[src/rtl/time_sync_pkg.sv]
package time_sync_pkg;
  // Register byte offsets
  localparam logic [7:0] CTRL_OFS = 8'h00;
  localparam logic [7:0] TIME_LO_OFS = 8'h04;
  localparam logic [7:0] TIME_HI_OFS = 8'h08;
  localparam logic [7:0] DIFF_OFS = 8'h0C;
  localparam logic [7:0] START_LO_OFS = 8'h10;
  localparam logic [7:0] START_HI_OFS = 8'h14;
  localparam logic [7:0] PERIOD_OFS = 8'h18;
  localparam logic [7:0] PLEN_OFS = 8'h1C;
  localparam logic [7:0] LATCH_LO_OFS = 8'h20;
  localparam logic [7:0] LATCH_HI_OFS = 8'h24;
  localparam logic [7:0] RX0_OFS = 8'h28;
  localparam logic [7:0] RX1_OFS = 8'h2C;
  localparam logic [7:0] CORE_RX_OFS = 8'h30;
  localparam logic [7:0] PEND_OFS = 8'h34;
  localparam logic [7:0] ENABLE_OFS = 8'h38;
  localparam logic [7:0] SYNC_STAT_OFS = 8'h3C;
  // Control fields
  localparam int CTRL_SYNC_EN = 0;
  localparam int CTRL_MII0 = 1;
  localparam int CTRL_MII1 = 2;
  // Cause bit positions
  localparam int EV_LATCH = 0;
  localparam int EV_SYNC = 1;
  localparam int EV_RX0 = 2;
  localparam int EV_RX1 = 3;
  localparam int NUM_CAUSES = 4;
  // Reset values
  localparam logic [31:0] CTRL_RST = 32'h0000_0000;
  localparam logic [3:0] ENABLE_RST = 4'h0;
  localparam logic [31:0] PLEN_RST = 32'h0000_0001;
  // Timing
  localparam int CLK_MHZ = 250;
  localparam int TIME_CLK_MHZ = 100;
  localparam int CLK_NS = 1000 / CLK_MHZ;
  localparam int TIME_CLK_NS = 1000 / TIME_CLK_MHZ;
  localparam int MII_CLK_MHZ = 25;
  localparam int MII_TICKS = TIME_CLK_MHZ / MII_CLK_MHZ;
  localparam logic [63:0] STEP_NS = 64'(TIME_CLK_NS);
  localparam int AVG_SHIFT = 3;
endpackage

[src/rtl/network_time_unit.sv]
// Summary of operation
// All time logic runs on a 100 MHz grid, one tick per 10 ns.
// Times are in 1 ns units; pulse length is in 10 ns units.
// Readable system time changes only on a 10 ns tick.
// Port receive stamps at 10 ns grid, or 40 ns grid for MII ports.
// Local time follows the averaged difference, never stepping to it.
// Periodic pulse starts on the tick where local time reaches start time.
// Latch input is synchronised at the 10 ns rate, then time stamped.
// Interrupt is OR of pending causes enabled by the enable mask.
// Edge-triggered hosts re-read pending causes until empty before returning.
// Servicing access clears its cause; interrupt drops without acknowledge.
// Host should poll or use interrupts per source, not both.
// Local time advances 10 ns per tick, corrected by small adjustments.
//
// The implementer's own choices: the placing of the registers and the AHB-Lite slave port.
`timescale 1ns/100ps
`default_nettype none
module network_time_unit #(
  parameter int NPORTS = 2
)(
  input wire logic hclk,
  input wire logic hresetn,
  input wire logic hsel,
  input wire logic [31:0] haddr,
  input wire logic [1:0] htrans,
  input wire logic hwrite,
  input wire logic [2:0] hsize,
  input wire logic hready,
  input wire logic [31:0] hwdata,
  output logic [31:0] hrdata,
  output logic hreadyout,
  output logic hresp,
  input wire logic [NPORTS-1:0] rx_frame_start,
  input wire logic input_timestamp_trigger,
  output logic periodic_output_pulse,
  output logic irq
);
  function automatic logic hit(input logic [7:0] a, input logic [7:0] ofs);
    hit = (a[7:2] == ofs[7:2]);
  endfunction

  // Bus slave
  logic ap_w;
  logic [7:0] ra_w;
  logic wr_r;
  logic [7:0] wa_r;
  logic [31:0] hrdata_r;
  logic [31:0] rmux_w;
  logic [31:0] rv_w [16];
  assign ap_w = hsel & htrans[1] & hready;
  assign ra_w = {haddr[7:2], 2'b00};
  assign hreadyout = 1'b1;
  assign hresp = 1'b0;
  assign hrdata = hrdata_r;

  always_ff @(posedge hclk or negedge hresetn)
  begin
    if (!hresetn)
    begin
      wr_r <= 1'b0;
      wa_r <= 8'h00;
      hrdata_r <= 32'h0000_0000;
    end
    else
    begin
      wr_r <= ap_w & hwrite;
      wa_r <= ra_w;
      hrdata_r <= (ap_w & !hwrite) ? rmux_w : 32'h0000_0000;
    end
  end

  logic rd_w;
  logic wr_ctrl_w, wr_tlo_w, wr_thi_w, wr_diff_w, wr_slo_w, wr_shi_w;
  logic wr_per_w, wr_plen_w, wr_en_w;
  logic rd_pend_w, rd_latch_w, rd_sstat_w, rd_rx0_w, rd_rx1_w;
  assign rd_w = ap_w & !hwrite;
  assign wr_ctrl_w = wr_r & hit(wa_r, time_sync_pkg::CTRL_OFS);
  assign wr_tlo_w = wr_r & hit(wa_r, time_sync_pkg::TIME_LO_OFS);
  assign wr_thi_w = wr_r & hit(wa_r, time_sync_pkg::TIME_HI_OFS);
  assign wr_diff_w = wr_r & hit(wa_r, time_sync_pkg::DIFF_OFS);
  assign wr_slo_w = wr_r & hit(wa_r, time_sync_pkg::START_LO_OFS);
  assign wr_shi_w = wr_r & hit(wa_r, time_sync_pkg::START_HI_OFS);
  assign wr_per_w = wr_r & hit(wa_r, time_sync_pkg::PERIOD_OFS);
  assign wr_plen_w = wr_r & hit(wa_r, time_sync_pkg::PLEN_OFS);
  assign wr_en_w = wr_r & hit(wa_r, time_sync_pkg::ENABLE_OFS);
  assign rd_pend_w = rd_w & hit(ra_w, time_sync_pkg::PEND_OFS);
  assign rd_latch_w = rd_w & hit(ra_w, time_sync_pkg::LATCH_LO_OFS);
  assign rd_sstat_w = rd_w & hit(ra_w, time_sync_pkg::SYNC_STAT_OFS);
  assign rd_rx0_w = rd_w & hit(ra_w, time_sync_pkg::RX0_OFS);
  assign rd_rx1_w = rd_w & hit(ra_w, time_sync_pkg::RX1_OFS);

  // 10 ns tick from the 4 ns bus clock by phase accumulation
  logic [7:0] acc_r;
  logic [7:0] acc_sum_w;
  logic tick_w;
  assign acc_sum_w = acc_r + 8'(time_sync_pkg::CLK_NS);
  assign tick_w = acc_sum_w >= 8'(time_sync_pkg::TIME_CLK_NS);
  always_ff @(posedge hclk or negedge hresetn)
  begin
    if (!hresetn)
      acc_r <= 8'h00;
    else
      acc_r <= tick_w ? acc_sum_w - 8'(time_sync_pkg::TIME_CLK_NS) : acc_sum_w;
  end

  logic [1:0] quad_r;
  always_ff @(posedge hclk or negedge hresetn)
  begin
    if (!hresetn)
      quad_r <= 2'h0;
    else if (tick_w)
      quad_r <= (quad_r == 2'(time_sync_pkg::MII_TICKS - 1)) ? 2'h0 : quad_r + 2'h1;
  end

  logic [31:0] ctrl_r;
  logic [63:0] sys_time_r;
  logic signed [31:0] filt_r;
  logic signed [31:0] corr_r;
  logic signed [31:0] filt_nxt;
  logic [63:0] step_w;
  assign filt_nxt = filt_r + ((signed'(hwdata) - filt_r) >>> time_sync_pkg::AVG_SHIFT);
  assign step_w = (corr_r > 0) ? time_sync_pkg::STEP_NS - 64'h1 :
                  (corr_r < 0) ? time_sync_pkg::STEP_NS + 64'h1 :
                  time_sync_pkg::STEP_NS;

  always_ff @(posedge hclk or negedge hresetn)
  begin
    if (!hresetn)
      ctrl_r <= time_sync_pkg::CTRL_RST;
    else if (wr_ctrl_w)
      ctrl_r <= hwdata;
  end

  always_ff @(posedge hclk or negedge hresetn)
  begin
    if (!hresetn)
      sys_time_r <= 64'h0;
    else if (wr_tlo_w)
      sys_time_r <= {sys_time_r[63:32], hwdata};
    else if (wr_thi_w)
      sys_time_r <= {hwdata, sys_time_r[31:0]};
    else if (tick_w)
      sys_time_r <= sys_time_r + step_w;
  end

  always_ff @(posedge hclk or negedge hresetn)
  begin
    if (!hresetn)
    begin
      filt_r <= 32'sh0;
      corr_r <= 32'sh0;
    end
    else if (wr_diff_w)
    begin
      filt_r <= filt_nxt;
      corr_r <= filt_nxt;
    end
    else if (tick_w && corr_r != 0)
      corr_r <= (corr_r > 0) ? corr_r - 32'sh1 : corr_r + 32'sh1;
  end

  // Receive time stamps per port
  logic [NPORTS-1:0] rx_s1_r, rx_s2_r, rx_s3_r, rx_req_r, rx_take_w;
  logic [31:0] rx_stamp_r [NPORTS];
  logic [31:0] core_rx_r;
  genvar gi;
  generate
    for (gi = 0; gi < NPORTS; gi++)
    begin : g_rx
      assign rx_take_w[gi] = tick_w & rx_req_r[gi] &
        (!ctrl_r[time_sync_pkg::CTRL_MII0 + gi] || quad_r == 2'h0);
      always_ff @(posedge hclk or negedge hresetn)
      begin
        if (!hresetn)
        begin
          rx_s1_r[gi] <= 1'b0;
          rx_s2_r[gi] <= 1'b0;
          rx_s3_r[gi] <= 1'b0;
          rx_req_r[gi] <= 1'b0;
          rx_stamp_r[gi] <= 32'h0;
        end
        else
        begin
          rx_s1_r[gi] <= rx_frame_start[gi];
          rx_s2_r[gi] <= rx_s1_r[gi];
          rx_s3_r[gi] <= rx_s2_r[gi];
          rx_req_r[gi] <= (rx_req_r[gi] & !rx_take_w[gi]) | (rx_s2_r[gi] & !rx_s3_r[gi]);
          if (rx_take_w[gi])
            rx_stamp_r[gi] <= sys_time_r[31:0];
        end
      end
    end
  endgenerate

  always_ff @(posedge hclk or negedge hresetn)
  begin
    if (!hresetn)
      core_rx_r <= 32'h0;
    else if (rx_take_w[0])
      core_rx_r <= sys_time_r[31:0];
  end

  // Latch input: two flops, then sampled on the 10 ns tick
  logic lat_s1_r, lat_s2_r, lat_t_r, lat_tp_r, lat_ev_w;
  logic [63:0] latch_r;
  assign lat_ev_w = tick_w & lat_t_r & !lat_tp_r;
  always_ff @(posedge hclk or negedge hresetn)
  begin
    if (!hresetn)
    begin
      lat_s1_r <= 1'b0;
      lat_s2_r <= 1'b0;
      lat_t_r <= 1'b0;
      lat_tp_r <= 1'b0;
    end
    else
    begin
      lat_s1_r <= input_timestamp_trigger;
      lat_s2_r <= lat_s1_r;
      if (tick_w)
      begin
        lat_t_r <= lat_s2_r;
        lat_tp_r <= lat_t_r;
      end
    end
  end

  always_ff @(posedge hclk or negedge hresetn)
  begin
    if (!hresetn)
      latch_r <= 64'h0;
    else if (lat_ev_w)
      latch_r <= sys_time_r;
  end

  // Periodic output pulse
  logic [63:0] start_r;
  logic [31:0] period_r, plen_r, pcnt_r;
  logic shot_done_r, pulse_r, fire_w;
  assign fire_w = tick_w & ctrl_r[time_sync_pkg::CTRL_SYNC_EN] & !shot_done_r &
                  (sys_time_r >= start_r);
  assign periodic_output_pulse = pulse_r;

  always_ff @(posedge hclk or negedge hresetn)
  begin
    if (!hresetn)
    begin
      start_r <= 64'h0;
      shot_done_r <= 1'b0;
    end
    else if (wr_slo_w || wr_shi_w)
    begin
      start_r <= wr_slo_w ? {start_r[63:32], hwdata} : {hwdata, start_r[31:0]};
      shot_done_r <= 1'b0;
    end
    else if (fire_w)
    begin
      start_r <= start_r + {32'h0, period_r};
      shot_done_r <= (period_r == 32'h0);
    end
  end

  always_ff @(posedge hclk or negedge hresetn)
  begin
    if (!hresetn)
    begin
      period_r <= 32'h0;
      plen_r <= time_sync_pkg::PLEN_RST;
    end
    else
    begin
      if (wr_per_w)
        period_r <= hwdata;
      if (wr_plen_w)
        plen_r <= hwdata;
    end
  end

  always_ff @(posedge hclk or negedge hresetn)
  begin
    if (!hresetn)
    begin
      pulse_r <= 1'b0;
      pcnt_r <= 32'h0;
    end
    else if (fire_w)
    begin
      pulse_r <= (plen_r != 32'h0);
      pcnt_r <= plen_r;
    end
    else if (tick_w && pulse_r)
    begin
      pcnt_r <= pcnt_r - 32'h1;
      pulse_r <= (pcnt_r != 32'h1);
    end
  end

  // Pending causes, enable mask and interrupt
  localparam int NC = time_sync_pkg::NUM_CAUSES;
  logic [NC-1:0] pend_r, en_r, ev_w, clr_w;
  assign ev_w = {rx_take_w[1], rx_take_w[0], fire_w, lat_ev_w};
  assign clr_w = {NC{rd_pend_w}} |
                 {rd_rx1_w, rd_rx0_w, rd_sstat_w, rd_latch_w};
  assign irq = |(pend_r & en_r);

  always_ff @(posedge hclk or negedge hresetn)
  begin
    if (!hresetn)
    begin
      pend_r <= '0;
      en_r <= time_sync_pkg::ENABLE_RST;
    end
    else
    begin
      pend_r <= (pend_r & ~clr_w) | ev_w;
      if (wr_en_w)
        en_r <= hwdata[NC-1:0];
    end
  end

  always_comb
  begin
    for (int i = 0; i < 16; i++)
      rv_w[i] = 32'h0;
    rv_w[time_sync_pkg::CTRL_OFS[5:2]] = ctrl_r;
    rv_w[time_sync_pkg::TIME_LO_OFS[5:2]] = sys_time_r[31:0];
    rv_w[time_sync_pkg::TIME_HI_OFS[5:2]] = sys_time_r[63:32];
    rv_w[time_sync_pkg::DIFF_OFS[5:2]] = filt_r;
    rv_w[time_sync_pkg::START_LO_OFS[5:2]] = start_r[31:0];
    rv_w[time_sync_pkg::START_HI_OFS[5:2]] = start_r[63:32];
    rv_w[time_sync_pkg::PERIOD_OFS[5:2]] = period_r;
    rv_w[time_sync_pkg::PLEN_OFS[5:2]] = plen_r;
    rv_w[time_sync_pkg::LATCH_LO_OFS[5:2]] = latch_r[31:0];
    rv_w[time_sync_pkg::LATCH_HI_OFS[5:2]] = latch_r[63:32];
    rv_w[time_sync_pkg::RX0_OFS[5:2]] = rx_stamp_r[0];
    rv_w[time_sync_pkg::RX1_OFS[5:2]] = rx_stamp_r[1];
    rv_w[time_sync_pkg::CORE_RX_OFS[5:2]] = core_rx_r;
    rv_w[time_sync_pkg::PEND_OFS[5:2]] = {28'h0, pend_r};
    rv_w[time_sync_pkg::ENABLE_OFS[5:2]] = {28'h0, en_r};
    rv_w[time_sync_pkg::SYNC_STAT_OFS[5:2]] = {31'h0, pulse_r};
  end
  assign rmux_w = (haddr[7:6] == 2'b00) ? rv_w[haddr[5:2]] : 32'h0;

  tick_gap_a: assert property (@(posedge hclk) disable iff (!hresetn)
    tick_w |=> !tick_w) else $error("ticks closer than 10 ns");
  tick_late_a: assert property (@(posedge hclk) disable iff (!hresetn)
    hresetn && !tick_w ##1 !tick_w |=> tick_w) else $error("tick missing");
  time_grid_a: assert property (@(posedge hclk) disable iff (!hresetn)
    !tick_w && !wr_tlo_w && !wr_thi_w |=> $stable(sys_time_r))
    else $error("time changed off tick");
  time_step_a: assert property (@(posedge hclk) disable iff (!hresetn)
    tick_w && corr_r == 0 && !wr_tlo_w && !wr_thi_w |=> sys_time_r == $past(sys_time_r) + 64'hA)
    else $error("time step not 10 ns");
  avg_load_a: assert property (@(posedge hclk) disable iff (!hresetn)
    wr_diff_w |=> corr_r == filt_r && ($past(filt_r) <= signed'($past(hwdata)) ?
      filt_r >= $past(filt_r) && filt_r <= signed'($past(hwdata)) :
      filt_r <= $past(filt_r) && filt_r >= signed'($past(hwdata))))
    else $error("difference not averaged");
  mii_grid_a: assert property (@(posedge hclk) disable iff (!hresetn)
    ctrl_r[time_sync_pkg::CTRL_MII0] && rx_take_w[0] ||
    ctrl_r[time_sync_pkg::CTRL_MII1] && rx_take_w[1] |-> quad_r == 2'h0)
    else $error("mii stamp off 40 ns grid");
  pulse_start_a: assert property (@(posedge hclk) disable iff (!hresetn)
    fire_w && plen_r != 0 |=> pulse_r && pcnt_r == $past(plen_r)) else $error("pulse not started");
  pulse_len_a: assert property (@(posedge hclk) disable iff (!hresetn)
    pulse_r && tick_w && pcnt_r == 32'h1 && !fire_w |=> !pulse_r) else $error("pulse length wrong");
  latch_stamp_a: assert property (@(posedge hclk) disable iff (!hresetn)
    lat_ev_w |=> latch_r == $past(sys_time_r) && pend_r[time_sync_pkg::EV_LATCH])
    else $error("latch not stamped");
  irq_level_a: assert property (@(posedge hclk) disable iff (!hresetn)
    irq && !rd_w && !wr_en_w |=> irq) else $error("interrupt dropped unserviced");
  pend_clear_a: assert property (@(posedge hclk) disable iff (!hresetn)
    rd_pend_w && ev_w == '0 |=> pend_r == '0 && !irq) else $error("pending not cleared");
endmodule
`default_nettype wire

[config.mk]
export PLATFORM = sky130hd
export DESIGN_NAME = network_time_unit
export DESIGN_NICKNAME = d
export VERILOG_FILES = /design/src/rtl/time_sync_pkg.sv /design/src/rtl/network_time_unit.sv
export SDC_FILE = /design/constraint.sdc
export NUM_CORES = 2
export LEC_CHECK = 0
export BUFFER_PORTS_ARGS = -buffer_cell sky130_fd_sc_hd__buf_2
export CELL_PAD_IN_SITES_DETAIL_PLACEMENT = 0
export CELL_PAD_IN_SITES_GLOBAL_PLACEMENT = 1
export CORE_ASPECT_RATIO = 2
export CORE_MARGIN = 3
export CORE_UTILIZATION = 45
export DETAILED_ROUTE_END_ITERATION = 8
export PLACE_DENSITY = 0.8
export SLEW_MARGIN = 10
export SYNTH_ARGS = -nofsm -noshare
export SYNTH_HDL_FRONTEND = slang
export SYNTH_SLANG_ARGS = --single-unit
[constraint.sdc]
create_clock -name hclk -period 5.35 [get_ports hclk]
set_input_delay 0.2675 -clock hclk [delete_from_list [all_inputs] [get_ports hclk]]
set_output_delay 0.2675 -clock hclk [all_outputs]
set_load 0.01 [all_outputs]
==> qor.txt <==
Synth area leader: dfrtp_1
Fin crit period: 4957 ps
Internal: 8.555 mW
Crit path cell chain: inv_1 > ha_1 > a22oi_1 > o211ai_1 > a31o_2 > a211oi_4 > o21bai_1 > a31o_2 > a21oi_1 > buf_4 > xnor2_1 > ha_1 > a21o_1 > a211o_1 > a221oi_1 > a21oi_1 > buf_4 > a21boi_0 > xor2_1 > nor2_1 > a311o_1
Antenna violations before repair: 20
Sink Count: 518
Slew Limit Fails: 0
Core area: 73050 µm²
R2R depth: 21
CTS tree: yes
HP Class: input pin to flip-flop
Drt via density: 6.490
Nets: 3752
Worst slew pin tran: 1241 ps
Startpoint types: flip-flop
Static leakage: 16.49 nW
Clock root buffer: clkbuf_16
Storage element area: 12960 µm²
Total of max-cap violations: 0
Power Density: 371.3 nW/µm²
Synth Register Bits: 518
Seq/Total Area, Yosys: 0.3889
Drt pass-1 iters: 6
Deepest clock path buffer count: 3
Reg clk slew, reported paths: 70 ps
Number of fill cells: 6769
Area of the multi-input gates: 19220 µm²
EDFF count, synth: 0
Unique masters post-synth: 88
Pin count of the biggest net entering global routing: 115
P_sw: 5.183 mW
Crit path largest cell delay: 420 ps
Die X: 198.4 µm
Count of input and output buffers: 80
Achievable Freq: 201.7 MHz
Combinational Power Share: 0.341
Syn_area_per_cell: 9.830 µm²
Placer Congestion: 1.016
WS Path Type: flip-flop to flip-flop
Rel. slew slack: 0.1489
HPWL after DPL: 96550 µm
Met3 Wirelength: 8208 µm
H-tree depth: 2
Fraction of layout cells with a size suffix above 1: 0.1773
Final period utilization: 0.9266
Vias in the first global route: 29138
CP endpoint kind: flip-flop
GRT Overall Usage: 0.3371
Synthesized net count: 3672
Asr flop ratio synth: 1.000
Drt wl/cell: 29.40 µm
Final hold violation count: 0
Remaining DRCs: 0
Crit path arrival time: 5450 ps
Vias: 28846
Setup violations, final: 0
Clk pwr share: 0.271
Hold depth: 3
Crit-path max FO: 6
Die area: 77570 µm²
Initial core utilization: 0.4563
CP max stage cell: dfrtp_1
Final WL: 130700 µm
Initial DRC Count: 2237
Global route overflow: 0
Outcome: finished clean
Placement Setup Slack: 299.0 ps
Met2 WL: 63810 µm
Required @ worst endpoint: 5850 ps
Top cell type's share of synthesized area: 0.3881
Global-route wire length before repair: 191000 µm
Most frequent cells after synthesis: dfrtp_1, nand2_1, nor2_1
Most numerous cell in the Yosys netlist: dfrtp_1
Top FF cell, synth: dfrtp_1
Cell Rows: 140
Cts bufs inserted: 48
Final ANT Viol Nets: 0
Clock Latency Late Sink: 610 ps
Sw frac: 0.3773
Peak supply drop: 254.1 µV
Post-Route M1 WL: 41290 µm
Ports: 113
YS warnings: 0
Die Y: 390.9 µm
Area growth syn-to-layout: 11.02%
Power Total: 13.74 mW
Cells after Synth: 3391
Top cells by area, synth: dfrtp_1, mux2_2, ha_1, mux4_2, a21oi_1
Part of the power in registers: 0.388
Setup TNS: 0 ps
Skew final: 13.01 ps
Setup slack after layout: 392.7 ps
RSZ-0062 raised after global routing: false
Post-Syn Area: 33330 µm²
Top sig layer: met5
==> area by class of cell <==
type / count / area share
inverter: 153 / 0.01552
tap: 923 / 0.03121
sequential: 518 / 0.3503
antenna: 13 / 0.0008791
multi-input combinational: 2547 / 0.5194
clock inverter: 17 / 0.006560
timing repair buffer: 203 / 0.03834
clock buffer: 71 / 0.03780
==> kinds of logic (layout without fill, tap and decap cells) <==
kind of cell / Yosys count / in the layout / share of synthesized area
AOI/OAI and AO/OA: 889 / 889 / 0.1734
xor gates and xnor gates: 156 / 156 / 0.04099
adders and majority gates: 204 / 204 / 0.07748
buffers and inverters: 326 / 444 / 0.03780
DFF: 518 / 518 / 0.3889
muxes: 366 / 366 / 0.1457
other: 2 / 15 / 0.0002253
and+or+nand+nor: 930 / 930 / 0.1355
==> flip-flops by register name, summed over array words and instances (netlist names), 2 cells and up <==
register,count
quad_r,2
sys_time_r,64
latch_r,64
plen_r,32
rx_req_r,2
wa_r,6
period_r,32
start_r,64
pend_r,4
rv_w,32
rx_s3_r,2
rx_s2_r,2
corr_r,32
en_r,4
pcnt_r,32
acc_r,7
filt_r,32
rx_s1_r,2
hrdata,32
ctrl_r,32
core_rx_r,32
==> layout by cell type, fill, tap and decap left out, drive strengths merged, types with 29 or more instances in the layout <==
master	Yosys	final
a211oi	29	29
a21o	85	85
a21oi	233	233
a221oi	36	36
and3	36	36
buf	42	194
clkbuf	131	71
dfrtp	517	517
ha	200	200
inv	153	155
mux2	223	223
mux2i	70	70
mux4	73	73
nand2	280	280
nand3	70	70
nand4	51	51
nor2	255	255
nor3	48	48
nor4	39	39
o211ai	38	38
o21ai	219	219
xnor2	94	94
xor2	62	62
==> critical path, delay by kind of cell, from the launching register on <==
kind | cells | cell delay (ps)
AO/OA/AOI/OAI | 13 | 2960
adder cells (fa/ha/maj) | 2 | 680
flip-flops | 1 | 420
buffers and inverters | 3 | 390
XOR/XNOR | 2 | 290
AND/OR/NAND/NOR | 1 | 70
==> layer usage <==
metal,track usage,vias to the layer above
met5,0,-
met4,0.3441,14
met3,0.06897,579
met2,0.5692,1268
met1,0.3306,14300
li1,-,12685
==> final timing paths <==
kind,from,to,slack [ps]
max in group asynchronous,hresetn,plen_r[9],3630
worst min-delay path,hwdata[4],sys_time_r[4],40
worst min register to register,rx_s1_r[1],rx_s2_r[1],360
min in group asynchronous,hresetn,hrdata[30],320
worst max-delay path,filt_r[11],corr_r[27],390
worst max register to register,filt_r[11],corr_r[27],390
==> power groups by stage <==
stage / Sequential (mW) / Combinational (mW) / Clock (mW)
finish: 5.33 / 4.69 / 3.72
global route: 5.37 / 5.12 / 3.91
CTS: 5.29 / 4.57 / 3.75
detailed placement: 5.36 / 4.53 / 0
global placement: 5.34 / 4.46 / 0
floorplan: 5.06 / 3.15 / 0
==> through the flow <==
stage,util,std cells,cell area (µm²),hold WS (ps)
after floorplan,-,3391,33330,-28.09
after global placement,0.4817,4334,35180,334.7
after detailed placement,0.4817,4334,35180,338.0
after CTS,0.5054,4431,36920,17.96
after global routing,0.5063,4435,36980,76.37
final,0.5066,4445,37000,38.68
==> what timing repair did <==
action / CTS / global route
hold endpoints to repair: 114 / 0
endpoints found under the setup margin: 0 / 9
buffers inserted: 0 / 0
hold buffers: 9 / 0
gates resized for setup: 0 / 5
(Power assumes the default switching activity.)
